[src/i2cc_pkg.sv]
// Shared constants and types of the I2C controller clock and conditions block
package i2cc_pkg;
    // Register byte offsets
    localparam logic [4:0] OFS_CTRL = 5'h00;
    localparam logic [4:0] OFS_REQ = 5'h04;
    localparam logic [4:0] OFS_SCLHI = 5'h08;
    localparam logic [4:0] OFS_SCLLO = 5'h0C;
    localparam logic [4:0] OFS_HSCLK = 5'h10;
    localparam logic [4:0] OFS_DATA = 5'h14;
    localparam logic [4:0] OFS_STAT = 5'h18;
    localparam logic [4:0] OFS_RXCNT = 5'h1C;
    // Control register fields
    localparam int CTL_EN = 0;
    localparam int CTL_CSEL = 1;
    localparam int CTL_HS = 2;
    localparam int CTL_TEN = 3;
    localparam int CTL_IRX = 4;
    // Request register fields
    localparam int REQ_BEGIN = 0;
    localparam int REQ_REPEAT = 1;
    localparam int REQ_END = 2;
    // Fast clock register fields: high count low byte, low count next byte
    localparam int HS_HI_LSB = 0;
    localparam int HS_LO_LSB = 8;
    // Reset values
    localparam logic [7:0] RST_COUNT = 8'hFF;
    localparam logic [7:0] RST_FAST = 8'h0F;
    localparam logic [7:0] RST_RXCNT = 8'h01;
    // First byte of a ten-bit address carries this prefix
    localparam logic [4:0] TEN_PREFIX = 5'h1E;
    localparam logic [3:0] ACK_BIT = 4'h8;

    typedef enum logic [3:0] {
        ST_IDLE, ST_BUSWAIT, ST_STARTHI, ST_BITLO, ST_BITHI, ST_HOLD,
        ST_RSLO, ST_RSHI, ST_STOPLO, ST_STOPHI
    } i2cc_state_e;
endpackage : i2cc_pkg

[src/i2cc_controller.sv]
// I2C controller: SCL timing, clock sync, addressing and bus conditions
// Functional notes
// - Enabled with pin function selected, SCL and SDA drive as open drain.
// - Lower speed: SCL high for high count+1, low for low count+1 clocks.
// - High-time counting begins only once SCL is seen high.
// - SCL pulled low early ends high time; low time then counted fully.
// - High speed uses its own count pair after a lower-speed preamble.
// - High-speed period is (fast high+1) plus (fast low+1) clocks.
// - After START the logic shifts out the address byte from the queue.
// - Seven-bit mode: one queued byte, address plus read/write bit, is sent.
// - Ten-bit mode: prefix byte with R/W 0, then low byte; reads restart.
// - Controller select 1 and begin request give START once bus is free and a byte is queued.
// - Repeat request: finish transaction, repeat START, clear at its begin.
// - Begin request clears itself only after STOP has been sent.
// - End request makes the controller send STOP.
// - Begin plus repeat: START first, repeated START at transaction end.
// - Repeat plus end: only repeated START, then both requests clear.
// - All three: START, then repeated START; end request cleared, ignored.
// - Controller select 0 forces all three requests to zero.
// - Requests, queue data and thresholds may be written at any time.
// - Data writes fill the transmit queue, reads pop the receive queue.
// - SCL stalls low while receive queue is full or transmit queue empty.
`timescale 1ns/1ns
module i2cc_controller import i2cc_pkg::*; #(
    parameter int TX_DEPTH = 8,
    parameter int RX_DEPTH = 8
) (
    input wire logic clk,
    input wire logic reset,
    input wire logic [4:0] addr,
    input wire logic [31:0] wdata,
    input wire logic wrStrobe,
    input wire logic rdStrobe,
    output logic [31:0] rdata,
    input wire logic pinSelect,
    input wire logic sclIn,
    output logic sclOut,
    output logic sclOe,
    input wire logic sdaIn,
    output logic sdaOut,
    output logic sdaOe
);
    localparam int TXAW = $clog2(TX_DEPTH);
    localparam int RXAW = $clog2(RX_DEPTH);

    if (TX_DEPTH < 2 || (TX_DEPTH & (TX_DEPTH - 1)) != 0) begin : g_badTx
        $error("TX_DEPTH must be a power of two, at least 2");
    end
    if (RX_DEPTH < 2 || (RX_DEPTH & (RX_DEPTH - 1)) != 0) begin : g_badRx
        $error("RX_DEPTH must be a power of two, at least 2");
    end

    ////////////////////////////////////////////////////////////////////////
    // Registers
    logic enable, ctrlSel, hsSel, tenBit, irxSel;
    logic startReq, repeatReq, stopReq;
    logic [7:0] sclHi, sclLo, fastHi, fastLo, rxCnt;
    i2cc_state_e state;
    logic [7:0] cnt, sh, remain;
    logic [3:0] bitIdx;
    logic sclLow, sdaLow, byteTx, isRead, addrPend, hsActive, nackSeen;
    logic busBusy, sdaPrev;
    logic [2:0] sclSync, sdaSync;
    logic sclS, sdaS;
    logic [7:0] txMem [TX_DEPTH];
    logic [7:0] rxMem [RX_DEPTH];
    logic [TXAW-1:0] txRp, txWp;
    logic [RXAW-1:0] rxRp, rxWp;
    logic [TXAW:0] txCnt;
    logic [RXAW:0] rxCount;

    wire wrCtrl = wrStrobe && addr == OFS_CTRL;
    wire wrReq = wrStrobe && addr == OFS_REQ;
    wire rdData = rdStrobe && addr == OFS_DATA;
    wire nextCtrlSel = wrCtrl ? wdata[CTL_CSEL] : ctrlSel;
    wire txEmpty = txCnt == '0;
    wire txFull = txCnt == (TXAW+1)'(TX_DEPTH);
    wire rxEmpty = rxCount == '0;
    wire rxFull = rxCount == (RXAW+1)'(RX_DEPTH);
    wire [7:0] txHead = txMem[txRp];
    wire txPush = wrStrobe && addr == OFS_DATA && !txFull;
    wire rxPop = rdData && !rxEmpty;

    // Timing pair: fast counts only after the preamble byte
    wire [7:0] curHi = hsActive ? fastHi : sclHi;
    wire [7:0] curLo = hsActive ? fastLo : sclLo;
    wire highPhase = state == ST_BITHI || state == ST_STARTHI ||
                     state == ST_RSHI || state == ST_STOPHI;
    wire [7:0] limit = highPhase ? curHi : curLo;
    wire tDone = cnt == limit;
    // High time ends on its count, or early when SCL is pulled low
    wire hiEnd = state == ST_BITHI && (sclS ? tDone : cnt != 8'h00);
    wire byteEnd = hiEnd && bitIdx == ACK_BIT;
    wire pushRx = byteEnd && !byteTx;
    wire sdaBit = bitIdx == ACK_BIT ? (!byteTx && remain != 8'h00)
                                    : (byteTx && !sh[7]);
    wire wantTx = (addrPend || !isRead) && !txEmpty;
    wire wantRx = !addrPend && isRead && remain != 8'h00 && !rxFull;
    wire txnEnd = !addrPend && (isRead ? remain == 8'h00 : txEmpty);
    wire goRestart = state == ST_HOLD && txnEnd && repeatReq;
    wire goStop = state == ST_HOLD && txnEnd && !repeatReq && stopReq;
    wire stopDone = state == ST_STOPHI && sclS && tDone;
    wire loadAddr = state == ST_STARTHI && sclS && tDone;
    wire popTx = loadAddr || (state == ST_HOLD && wantTx);
    wire canBegin = enable && ctrlSel && startReq && !txEmpty;

    ////////////////////////////////////////////////////////////////////////
    // Register file
    always_ff @(posedge clk or posedge reset) begin
        if (reset) begin
            enable <= 1'b0;
            ctrlSel <= 1'b0;
            hsSel <= 1'b0;
            tenBit <= 1'b0;
            irxSel <= 1'b0;
        end else if (wrCtrl) begin
            enable <= wdata[CTL_EN];
            ctrlSel <= wdata[CTL_CSEL];
            hsSel <= wdata[CTL_HS];
            tenBit <= wdata[CTL_TEN];
            irxSel <= wdata[CTL_IRX];
        end
    end

    always_ff @(posedge clk or posedge reset) begin
        if (reset) begin
            sclHi <= RST_COUNT;
            sclLo <= RST_COUNT;
            fastHi <= RST_FAST;
            fastLo <= RST_FAST;
            rxCnt <= RST_RXCNT;
        end else if (wrStrobe) begin
            if (addr == OFS_SCLHI) sclHi <= wdata[7:0];
            if (addr == OFS_SCLLO) sclLo <= wdata[7:0];
            if (addr == OFS_HSCLK) begin
                fastHi <= wdata[HS_HI_LSB +: 8];
                fastLo <= wdata[HS_LO_LSB +: 8];
            end
            if (addr == OFS_RXCNT) rxCnt <= wdata[7:0];
        end
    end

    // A software write in the same cycle wins over the hardware clear
    always_ff @(posedge clk or posedge reset) begin
        if (reset) begin
            startReq <= 1'b0;
            repeatReq <= 1'b0;
            stopReq <= 1'b0;
        end else if (wrReq) begin
            startReq <= nextCtrlSel && wdata[REQ_BEGIN];
            repeatReq <= nextCtrlSel && wdata[REQ_REPEAT];
            stopReq <= nextCtrlSel && wdata[REQ_END];
        end else begin
            startReq <= nextCtrlSel && startReq && !stopDone;
            repeatReq <= nextCtrlSel && repeatReq && !goRestart;
            // Stop is dropped by a restart too
            stopReq <= nextCtrlSel && stopReq && !goRestart && !stopDone;
        end
    end

    ////////////////////////////////////////////////////////////////////////
    // Data queues
    always_ff @(posedge clk or posedge reset) begin
        if (reset) begin
            txRp <= '0;
            txWp <= '0;
            txCnt <= '0;
        end else begin
            if (txPush) txWp <= txWp + 1'b1;
            if (popTx) txRp <= txRp + 1'b1;
            if (txPush && !popTx) txCnt <= txCnt + 1'b1;
            else if (!txPush && popTx) txCnt <= txCnt - 1'b1;
        end
    end

    always_ff @(posedge clk) begin
        if (txPush) txMem[txWp] <= wdata[7:0];
        if (pushRx) rxMem[rxWp] <= sh;
    end

    always_ff @(posedge clk or posedge reset) begin
        if (reset) begin
            rxRp <= '0;
            rxWp <= '0;
            rxCount <= '0;
        end else begin
            if (pushRx) rxWp <= rxWp + 1'b1;
            if (rxPop) rxRp <= rxRp + 1'b1;
            if (pushRx && !rxPop) rxCount <= rxCount + 1'b1;
            else if (!pushRx && rxPop) rxCount <= rxCount - 1'b1;
        end
    end

    ////////////////////////////////////////////////////////////////////////
    // Read port: data stands only in the cycle after the strobe
    wire [7:0] status = {nackSeen, hsActive, busBusy, state != ST_IDLE,
                         rxFull, rxEmpty, txFull, txEmpty};
    logic [31:0] rdMux;
    always_comb begin
        case (addr)
            OFS_CTRL: rdMux = {27'h0000000, irxSel, tenBit, hsSel, ctrlSel,
                               enable};
            OFS_REQ: rdMux = {29'h00000000, stopReq, repeatReq, startReq};
            OFS_SCLHI: rdMux = {24'h000000, sclHi};
            OFS_SCLLO: rdMux = {24'h000000, sclLo};
            OFS_HSCLK: rdMux = {16'h0000, fastLo, fastHi};
            OFS_DATA: rdMux = {24'h000000, rxEmpty ? 8'h00 : rxMem[rxRp]};
            OFS_STAT: rdMux = {24'h000000, status};
            OFS_RXCNT: rdMux = {24'h000000, rxCnt};
            default: rdMux = 32'h00000000;
        endcase
    end

    always_ff @(posedge clk or posedge reset) begin
        if (reset) rdata <= 32'h00000000;
        else rdata <= rdStrobe ? rdMux : 32'h00000000;
    end

    ////////////////////////////////////////////////////////////////////////
    // Pin sampling and bus-free tracking
    always_ff @(posedge clk or posedge reset) begin
        if (reset) begin
            sclSync <= 3'h7;
            sdaSync <= 3'h7;
            sclS <= 1'b1;
            sdaS <= 1'b1;
        end else begin
            sclSync <= {sclSync[1:0], sclIn};
            sdaSync <= {sdaSync[1:0], sdaIn};
            if (sclSync[1] == sclSync[2]) sclS <= sclSync[2];
            if (sdaSync[1] == sdaSync[2]) sdaS <= sdaSync[2];
        end
    end

    // START or STOP seen from any controller, ours included
    always_ff @(posedge clk or posedge reset) begin
        if (reset) begin
            sdaPrev <= 1'b1;
            busBusy <= 1'b0;
        end else begin
            sdaPrev <= sdaS;
            if (sclS && sdaPrev && !sdaS) busBusy <= 1'b1;
            else if (sclS && !sdaPrev && sdaS) busBusy <= 1'b0;
        end
    end

    ////////////////////////////////////////////////////////////////////////
    // Bit engine
    always_ff @(posedge clk or posedge reset) begin
        if (reset) begin
            state <= ST_IDLE;
            cnt <= 8'h00;
            sh <= 8'h00;
            remain <= 8'h00;
            bitIdx <= 4'h0;
            sclLow <= 1'b0;
            sdaLow <= 1'b0;
            byteTx <= 1'b1;
            isRead <= 1'b0;
            addrPend <= 1'b0;
            hsActive <= 1'b0;
            nackSeen <= 1'b0;
        end else if (!enable || !ctrlSel) begin
            state <= ST_IDLE;
            sclLow <= 1'b0;
            sdaLow <= 1'b0;
            hsActive <= 1'b0;
        end else begin
            case (state)
                ST_IDLE: begin
                    sclLow <= 1'b0;
                    sdaLow <= 1'b0;
                    hsActive <= 1'b0;
                    cnt <= 8'h00;
                    if (canBegin) state <= ST_BUSWAIT;
                end
                // Bus free time equals the low time
                ST_BUSWAIT: begin
                    if (busBusy) cnt <= 8'h00;
                    else if (tDone) begin
                        state <= ST_STARTHI;
                        cnt <= 8'h00;
                        sdaLow <= 1'b1;
                        nackSeen <= 1'b0;
                    end else cnt <= cnt + 8'h01;
                end
                ST_STARTHI: begin
                    if (loadAddr) begin
                        sh <= txHead;
                        byteTx <= 1'b1;
                        isRead <= txHead[0];
                        addrPend <= tenBit && !txHead[0] &&
                                    txHead[7:3] == TEN_PREFIX;
                        remain <= rxCnt;
                        bitIdx <= 4'h0;
                        cnt <= 8'h00;
                        sclLow <= 1'b1;
                        state <= ST_BITLO;
                    end else if (sclS) cnt <= cnt + 8'h01;
                end
                ST_BITLO: begin
                    if (cnt == 8'h00) sdaLow <= sdaBit;
                    if (tDone) begin
                        sclLow <= 1'b0;
                        cnt <= 8'h00;
                        state <= ST_BITHI;
                    end else cnt <= cnt + 8'h01;
                end
                ST_BITHI: begin
                    if (hiEnd) begin
                        if (bitIdx != ACK_BIT) sh <= {sh[6:0], sdaS};
                        else if (byteTx) nackSeen <= nackSeen | sdaS;
                        if (byteEnd && hsSel) hsActive <= 1'b1;
                        bitIdx <= bitIdx + 4'h1;
                        state <= byteEnd ? ST_HOLD : ST_BITLO;
                        sclLow <= 1'b1;
                        cnt <= 8'h00;
                    end else if (sclS) cnt <= cnt + 8'h01;
                end
                // SCL held low until there is something to do
                ST_HOLD: begin
                    sdaLow <= 1'b0;
                    bitIdx <= 4'h0;
                    cnt <= 8'h00;
                    if (popTx) begin
                        sh <= txHead;
                        byteTx <= 1'b1;
                        addrPend <= 1'b0;
                        state <= ST_BITLO;
                    end else if (wantRx) begin
                        byteTx <= 1'b0;
                        remain <= remain - 8'h01;
                        state <= ST_BITLO;
                    end else if (goRestart) begin
                        state <= ST_RSLO;
                    end else if (goStop) begin
                        state <= ST_STOPLO;
                    end
                end
                ST_RSLO: begin
                    if (tDone) begin
                        sclLow <= 1'b0;
                        cnt <= 8'h00;
                        state <= ST_RSHI;
                    end else cnt <= cnt + 8'h01;
                end
                ST_RSHI: begin
                    if (sclS && tDone) begin
                        sdaLow <= 1'b1;
                        cnt <= 8'h00;
                        state <= ST_STARTHI;
                    end else if (sclS) cnt <= cnt + 8'h01;
                end
                ST_STOPLO: begin
                    sdaLow <= 1'b1;
                    if (tDone) begin
                        sclLow <= 1'b0;
                        cnt <= 8'h00;
                        state <= ST_STOPHI;
                    end else cnt <= cnt + 8'h01;
                end
                ST_STOPHI: begin
                    if (stopDone) begin
                        sdaLow <= 1'b0;
                        state <= ST_IDLE;
                    end else if (sclS) cnt <= cnt + 8'h01;
                end
                default: state <= ST_IDLE;
            endcase
        end
    end

    // Pads only ever pull low; the pull-up gives the high level
    assign sclOut = 1'b0;
    assign sdaOut = 1'b0;
    assign sclOe = enable && pinSelect && sclLow;
    assign sdaOe = enable && pinSelect && sdaLow;

    ////////////////////////////////////////////////////////////////////////
    // Checks
    property p_od_pads;
        @(posedge clk) disable iff (reset)
        (sclOe || sdaOe) |-> enable && pinSelect && !sclOut && !sdaOut;
    endproperty
    a_od_pads: assert property (p_od_pads)
        else $error("pad driven while not enabled or not open drain");

    property p_low_time;
        @(posedge clk) disable iff (reset)
        (state == ST_BITLO && cnt < limit && enable && ctrlSel) |=>
            state == ST_BITLO && sclOe == $past(sclOe);
    endproperty
    a_low_time: assert property (p_low_time)
        else $error("SCL low phase ended before its count");

    property p_wait_high;
        @(posedge clk) disable iff (reset)
        (state == ST_BITHI && !sclS && cnt == 8'h00 && enable && ctrlSel)
            |=> state == ST_BITHI && cnt == 8'h00;
    endproperty
    a_wait_high: assert property (p_wait_high)
        else $error("high count started while SCL still low");

    property p_early_low;
        @(posedge clk) disable iff (reset)
        (state == ST_BITHI && !sclS && cnt != 8'h00 && enable && ctrlSel)
            |=> sclLow && state != ST_BITHI;
    endproperty
    a_early_low: assert property (p_early_low)
        else $error("SCL pulled low early did not start low phase");

    property p_force_clear;
        @(posedge clk) disable iff (reset)
        !ctrlSel |-> !startReq && !repeatReq && !stopReq;
    endproperty
    a_force_clear: assert property (p_force_clear)
        else $error("request bit set while controller select is off");

    property p_restart_wins;
        @(posedge clk) disable iff (reset)
        (goRestart && enable && ctrlSel && !wrReq) |=>
            state == ST_RSLO && !repeatReq && !stopReq;
    endproperty
    a_restart_wins: assert property (p_restart_wins)
        else $error("restart did not win or requests not cleared");

    property p_start_clear;
        @(posedge clk) disable iff (reset)
        ($fell(startReq) && !$past(wrReq) && $past(ctrlSel)) |->
            $past(state) == ST_STOPHI && state == ST_IDLE;
    endproperty
    a_start_clear: assert property (p_start_clear)
        else $error("begin request cleared before STOP sent");

    property p_stall;
        @(posedge clk) disable iff (reset)
        (state == ST_HOLD && !isRead && txEmpty && !repeatReq && !stopReq
         && !addrPend && enable && ctrlSel && !txPush) |=>
            state == ST_HOLD && sclLow;
    endproperty
    a_stall: assert property (p_stall)
        else $error("SCL not stalled on empty transmit queue");

    property p_bus_free;
        @(posedge clk) disable iff (reset)
        (state == ST_BUSWAIT && busBusy && enable && ctrlSel) |=>
            state == ST_BUSWAIT && cnt == 8'h00;
    endproperty
    a_bus_free: assert property (p_bus_free)
        else $error("START attempted while bus busy");
endmodule : i2cc_controller

[config.mk]
export PLATFORM = sky130hd
export DESIGN_NAME = i2cc_controller
export DESIGN_NICKNAME = d
export VERILOG_FILES = /design/src/i2cc_pkg.sv /design/src/i2cc_controller.sv
export SDC_FILE = /design/constraint.sdc
export NUM_CORES = 1
export LEC_CHECK = 0
export BUFFER_PORTS_ARGS = -buffer_cell sky130_fd_sc_hd__buf_2
export CAP_MARGIN = 5
export CORE_MARGIN = 2
export CORE_UTILIZATION = 35
export DETAILED_ROUTE_END_ITERATION = 16
export PLACE_DENSITY = 0.63
export SETUP_SLACK_MARGIN = 0.3
export SLEW_MARGIN = 20
export SYNTH_ARGS = -nofsm -noshare
export SYNTH_HDL_FRONTEND = slang
export SYNTH_SLANG_ARGS = --single-unit
[constraint.sdc]
create_clock -name clk -period 4.53 [get_ports clk]
set_input_delay 0.453 -clock clk [delete_from_list [all_inputs] [get_ports clk]]
set_output_delay 0.453 -clock clk [all_outputs]
set_load 0.05 [all_outputs]
==> out/results.ini, run 1 <==
[job]
max_cap_viol_count = 0

[min_path]
hp-class = input port to flop
holdPathStages = 1
min_to = sclSync[0]
hp-start = sclIn

[synthesis]
yosysTopAreaCell = edfxtp_1
synth_area_mm2 = 0.0122
synthSimpleGateAreaFrac_pct = 9.64
synth_top_family_by_area = multiplexers
syn_inst = 878
synth.area.mux_share_pct = 16.0
synthDominantCellAreaShare_pct = 31.6
ys_dominant_reg_cell = edfxtp_1
synthTopCellsByArea = edfxtp_1, dfrtp_1, mux4_2, dfstp_2, mux2_2
synthAdderAreaFrac_pct = 2.04
ys_warn_count = 0
synth_area_per_cell_um2 = 13.8
synth_xor_area_share_pct = 1.80
yosysSeqAreaShare_pct = 59.4
synth.lib_cells_used.distinct = 77
async_flop_share_pct = 51.0
synth_compound_area_share_pct = 7.96
ys_seq_elements = 261
synth_edf_count = 128

[routing]
firstDrtPassIters = 7
drt-total-wl_mm = 28.4
drc = 0
vias = 7567
via_per_inst = 5.31
drtAntennaViolNets = 0
drtIter0Drc = 625
routedWlPerCell_um = 19.9

[floorplan]
die_x_um = 190
start_util_pct = 35.4
io_pins = 80
coreArea_mm2 = 0.0344
die_h_um = 190
dieArea_mm2 = 0.0362
row_count = 68

[outcome]
status = complete, no violations

[critical_path]
path_class = flop to flop
crit_required_ns = 4.95
regToRegEndpoint = txCnt[3]
crit_chain = and4bb_2, a211oi_4, buf_6, buf_4, mux4_2, xor2_1, nor4_4, buf_4, nand4_2, nor2b_4, ha_1, inv_1, ha_1, a21o_1, a21oi_1, xnor2_1, nor2_1, xor2_1
slowest_stage = dfrtp_2
crit_family = simple AND/OR/NAND/NOR gates
slowest_delay_ns = 0.45
r2r-start = state[3]
r2r_slack_ns = 0.51
path_buf_inv = 4
worstSetupEndpointType = flop
crit_fanout = 6
start_kind = flop
crit_arrival_ns = 4.44
reg2regPathDepth = 18

[place]
place_area_mm2 = 0.0130
dp_cells = 1365
gp_congestion = 0.898
hpwl_mm = 19.3
port_buffers = 45

[clock_tree]
htreeDepth = 1
insertion_delay_ns = 0.56
cts_buffer_depth = 3
cts-root-buf = clkbuf_16
clock_sinks = 261
clk_pin_slew_ns = 0.06
cts_tree = built
cts_buffers = 28

[layout]
fin_nets = 1009
final_cell_mix = edfxtp_1, dfrtp_1, mux2_2, nand2_1, a21oi_1
area_growth_pct = 15.9
stdcell_area_mm2 = 0.0141
antenna_cells = 0
fillers = 3166
final_common_cell = edfxtp_1
instances_no_fill = 1425
layout-drive-gt1-share_pct = 30.7
multi_input_area_mm2 = 0.00466
seqCellArea_mm2 = 0.00722

[sta]
slew_viol_final = 0
setup_tns_ns = 0
slew_headroom_pct = 36.3
period_share_pct = 88.6
rsz0062_at_grt = yes
finalHoldViolCount = 0
holdWs_ns = 0.0150
skew_ns = 0.0307
worst_slew_pin_slew_ns = 0.943
finalCriticalPeriod_ns = 4.02
finalSetupViolations = 0
fmax_ghz = 0.249

[global_routing]
grt_pass1_vias = 7414
antenna_found_initial = 0
grt_max_degree = 99
gr-total-overflow = 0
grt_pass1_wl_mm = 43.9
gr-usage-all-layers_pct = 15.7

[pwr]
p_leak_nw = 5.57
peakVddDrop_mv = 0.306
power.total_w = 0.00569
p_per_area_mw_per_mm2 = 404

[routing by layer]
metal / track usage (%) / wire (um)
met1: 21.8 / 12700
met2: 25.4 / 13500
met3: 2.23 / 1420
met4: 5.01 / 808
met5: 0 / 0
[cell families (layout without fill, tap and decap cells)]
group | count (synthesis) | in the layout
fa+ha+maj | 19 | 19
xor+xnor | 25 | 25
simple gates | 214 | 214
flops | 261 | 261
mux | 132 | 132
buf+inv | 80 | 155
other cells | 1 | 18
compound gates | 146 | 146
[cell type report]
class,count,area share [%]
Multi-Input combinational cell,554,33.1
Sequential cell,261,51.3
Timing Repair Buffer,84,3.72
Clock inverter,14,1.71
Tap cell,455,4.04
Clock buffer,38,5.67
Inverter,19,0.542
[what timing repair did]
item | CTS | global route
pin swaps | 1 | 2
hold buffers | 1 | 0
setup endpoints to repair | 2 | 2
setup buffers | 2 | 5
endpoints found under the hold margin | 1 | 0
resized for setup | 2 | 6
[registers in the layout (all words and copies together) (netlist names), 4 cells and up]
register / cells
bitIdx: 4
cnt: 8
fastHi: 8
fastLo: 8
rdata: 16
remain: 8
rxCnt: 8
rxCount: 4
rxMem: 64
sclHi: 8
sclLo: 8
sh: 8
state: 4
txCnt: 4
txMem: 64
[metrics by stage]
| step | util (%) | setup WS [ns] |
|---|---|---|
| CTS | 40.8 | 0.352 |
| finish | 41.0 | 0.515 |
| floorplan | - | 0.297 |
| detailed placement | 37.7 | 0.150 |
| global placement | 37.7 | 0.212 |
| global route | 41.0 | 0.292 |
[synthesized netlist by cell type, drive strengths merged (5+ instances only)]
library cell  count
nor4             12
nand3            20
nor4b             7
and3             16
buf              32
nor3b             6
a21oi            48
xor2             10
o211ai            6
a21o              7
xnor2            15
nand2b           11
nor3             17
o21ai            28
o32ai             5
ha               15
mux2i            19
clkbuf           29
mux4             43
dfrtp            98
mux2             70
a31oi             6
nor2             42
nand2            54
nor2b             6
a22oi             6
o22ai             7
dfstp            35
and2              6
edfxtp          128
inv              16
[worst max-delay path by stage]
stage	start	to	slack [ns]	cells after the start
3_5_place_dp	state[2]	txCnt[3]	0.15	16
6_report	state[3]	txCnt[3]	0.51	18
2_1_floorplan	state[0]	rxMem[1][0]	0.30	11
4_1_cts	state[2]	rxCount[3]	0.35	19
3_3_place_gp	state[2]	txCnt[3]	0.21	16
5_1_grt	state[0]	rxCount[3]	0.29	19
[power breakdown]
part	internal, W	leakage, nW	switching, W
Combinational	0.000188	2.06	0.000222
Sequential	0.00263	3.01	0.000127
Clock	0.00158	0.505	0.000947
Power figures use the tool's default switching activity.
==> run 2, diff against run 1 <==
Settings changed: CORE_MARGIN 2 to unset, CTS_CLUSTER_SIZE set to 28, MAX_ROUTING_LAYER set to met4.
==> run 2 against run 1 <==
Effect of this change: die area down 2.1%; flip-flop and latch count unchanged; non-clock buffer count down 2; sequential share of layout area up 0.29 points; via count up 1.1%; largest cell class unchanged.
==> out/results.ini, run 2 (same netlist as run 1, synthesis figures left out) <==
[place]
port_buffers = 45
hpwl_mm = 19.6
place_ws_ns = 0.385
gp_congestion = 0.883

[critical_path]
r2r-start = state[0]
reg2regPathDepth = 18
path_class = flop to flop
crit_required_ns = 4.96
worstSetupEndpointType = flop
crit_end = rxCount[3]
regToRegEndpoint = rxCount[3]
crit_arrival_ns = 4.44
crit_fanout = 8
r2r_slack_ns = 0.51
start_kind = flop
critPathLaunch = state[0]

[routing]
via_per_inst = 5.41
drtAntennaViolNets = 0
drt-total-wl_mm = 28.4
routedWlPerCell_um = 20.1
drc = 0
vias = 7647
drtIter0Drc = 636
firstDrtPassIters = 5

[floorplan]
coreArea_mm2 = 0.0339
die_h_um = 188
io_pins = 80
dieArea_mm2 = 0.0355
die_x_um = 188
row_count = 67
start_util_pct = 35.9

[outcome]
status = complete, no violations

[sta]
setup_ws_ns = 0.513
skew_ns = 0.0137
setup_tns_ns = 0
finalSetupViolations = 0
period_share_pct = 88.7
fmax_ghz = 0.249
finalCriticalPeriod_ns = 4.02
slew_viol_final = 0
finalHoldViolCount = 0
worst_slew_pin_slew_ns = 1.05
rsz0062_at_grt = no
slew_headroom_pct = 29.2

[min_path]
hp-class = input port to flop

[global_routing]
gr-total-overflow = 0
grt_max_degree = 110
grt_pass1_vias = 7573
gr-usage-all-layers_pct = 16.7
antenna_found_initial = 0
grt_pass1_wl_mm = 44.5

[clock_tree]
insertion_delay_ns = 0.55
clk_pin_slew_ns = 0.07
cts_buffer_depth = 3
cts_buffers = 27
cts-root-buf = clkbuf_16
htreeDepth = 1
cts_tree = built
clock_sinks = 261

[pwr]
peakVddDrop_mv = 0.270
p_leak_nw = 5.52
p_per_area_mw_per_mm2 = 393

[layout]
reg_top3 = rxMem (64), txMem (64), rdata (16)
fin_nets = 1006
antenna_cells = 0
final_common_cell = edfxtp_1
final_cell_mix = edfxtp_1, dfrtp_1, mux2_2, nand2_1, a21oi_1
area_growth_pct = 15.2
layout-drive-gt1-share_pct = 30.0

[job]
max_cap_viol_count = 0

==> run 2: area by class of cell <==
class | instances | area [um^2]
Fill cell | 3116 | 19900
Sequential cell | 261 | 7220
Multi-Input combinational cell | 554 | 4660
Clock buffer | 33 | 749
Tap cell | 448 | 561
Timing Repair Buffer | 82 | 534
Clock inverter | 17 | 201
Inverter | 19 | 76.3
==> run 2: how the worst min path moves through the flow <==
stage / cells after the start / endpoint / from
finish: 2 / fastLo[1] / wdata[9]
global route: 2 / fastLo[5] / wdata[13]
CTS: 2 / fastLo[1] / wdata[9]
detailed placement: 0 / sdaSync[1] / sdaSync[0]
global placement: 0 / sclSync[1] / sclSync[0]
floorplan: 0 / sclSync[1] / sclSync[0]
==> run 2: power breakdown <==
group          internal, W  total (W)  switching (W)  leakage (nW)
logic             0.000185   0.000405       0.000219          2.05
clock network      0.00141    0.00234       0.000932         0.461
registers          0.00263    0.00276       0.000132          3.01
total              0.00422    0.00550        0.00128          5.52
==> run 2: per-layer routing <==
metal  vias up  GRT usage (%)  share of wire, %
li1       3454              -                 -
met1      3907           22.9                45
met2       251           26.1                47
met3        35           2.46               6.1
met4         0           4.09               1.8
met5         -              -                 0
==> run 2: through the flow <==
stage               cell area, um^2  total power (W)  hold WS [ns]  cells  utilization [%]
floorplan                     12200          0.00306         0.345    895                -
global placement              12900          0.00319         0.347   1358             38.2
detailed placement            12900          0.00320         0.348   1358             38.2
CTS                           13900          0.00555         0.117   1410             41.1
global route                  14000          0.00571         0.127   1414             41.4
finish                        14000          0.00550         0.136   1414             41.4
==> run 2: timing repair <==
action	CTS	global route
setup endpoints to repair	0	2
hold buffers	2	1
gates resized for setup	0	10
setup buffers	0	2
endpoints found under the hold margin	2	37
==> run 2: worst max-delay path, cell delays in order (launching register included) <==
cell and delay, ns:
dfrtp_2 0.48, and4bb_2 0.29, a211oi_4 0.27, buf_4 0.18, mux4_2 0.49, xor2_1 0.18, nor4_4 0.26, nand3_4 0.14
a21oi_4 0.20, nand2b_4 0.08, inv_2 0.08, ha_1 0.19, inv_1 0.09, ha_1 0.28, a21o_1 0.18, a21oi_1 0.17
xnor2_1 0.13, nor2_1 0.06, xor2_1 0.14
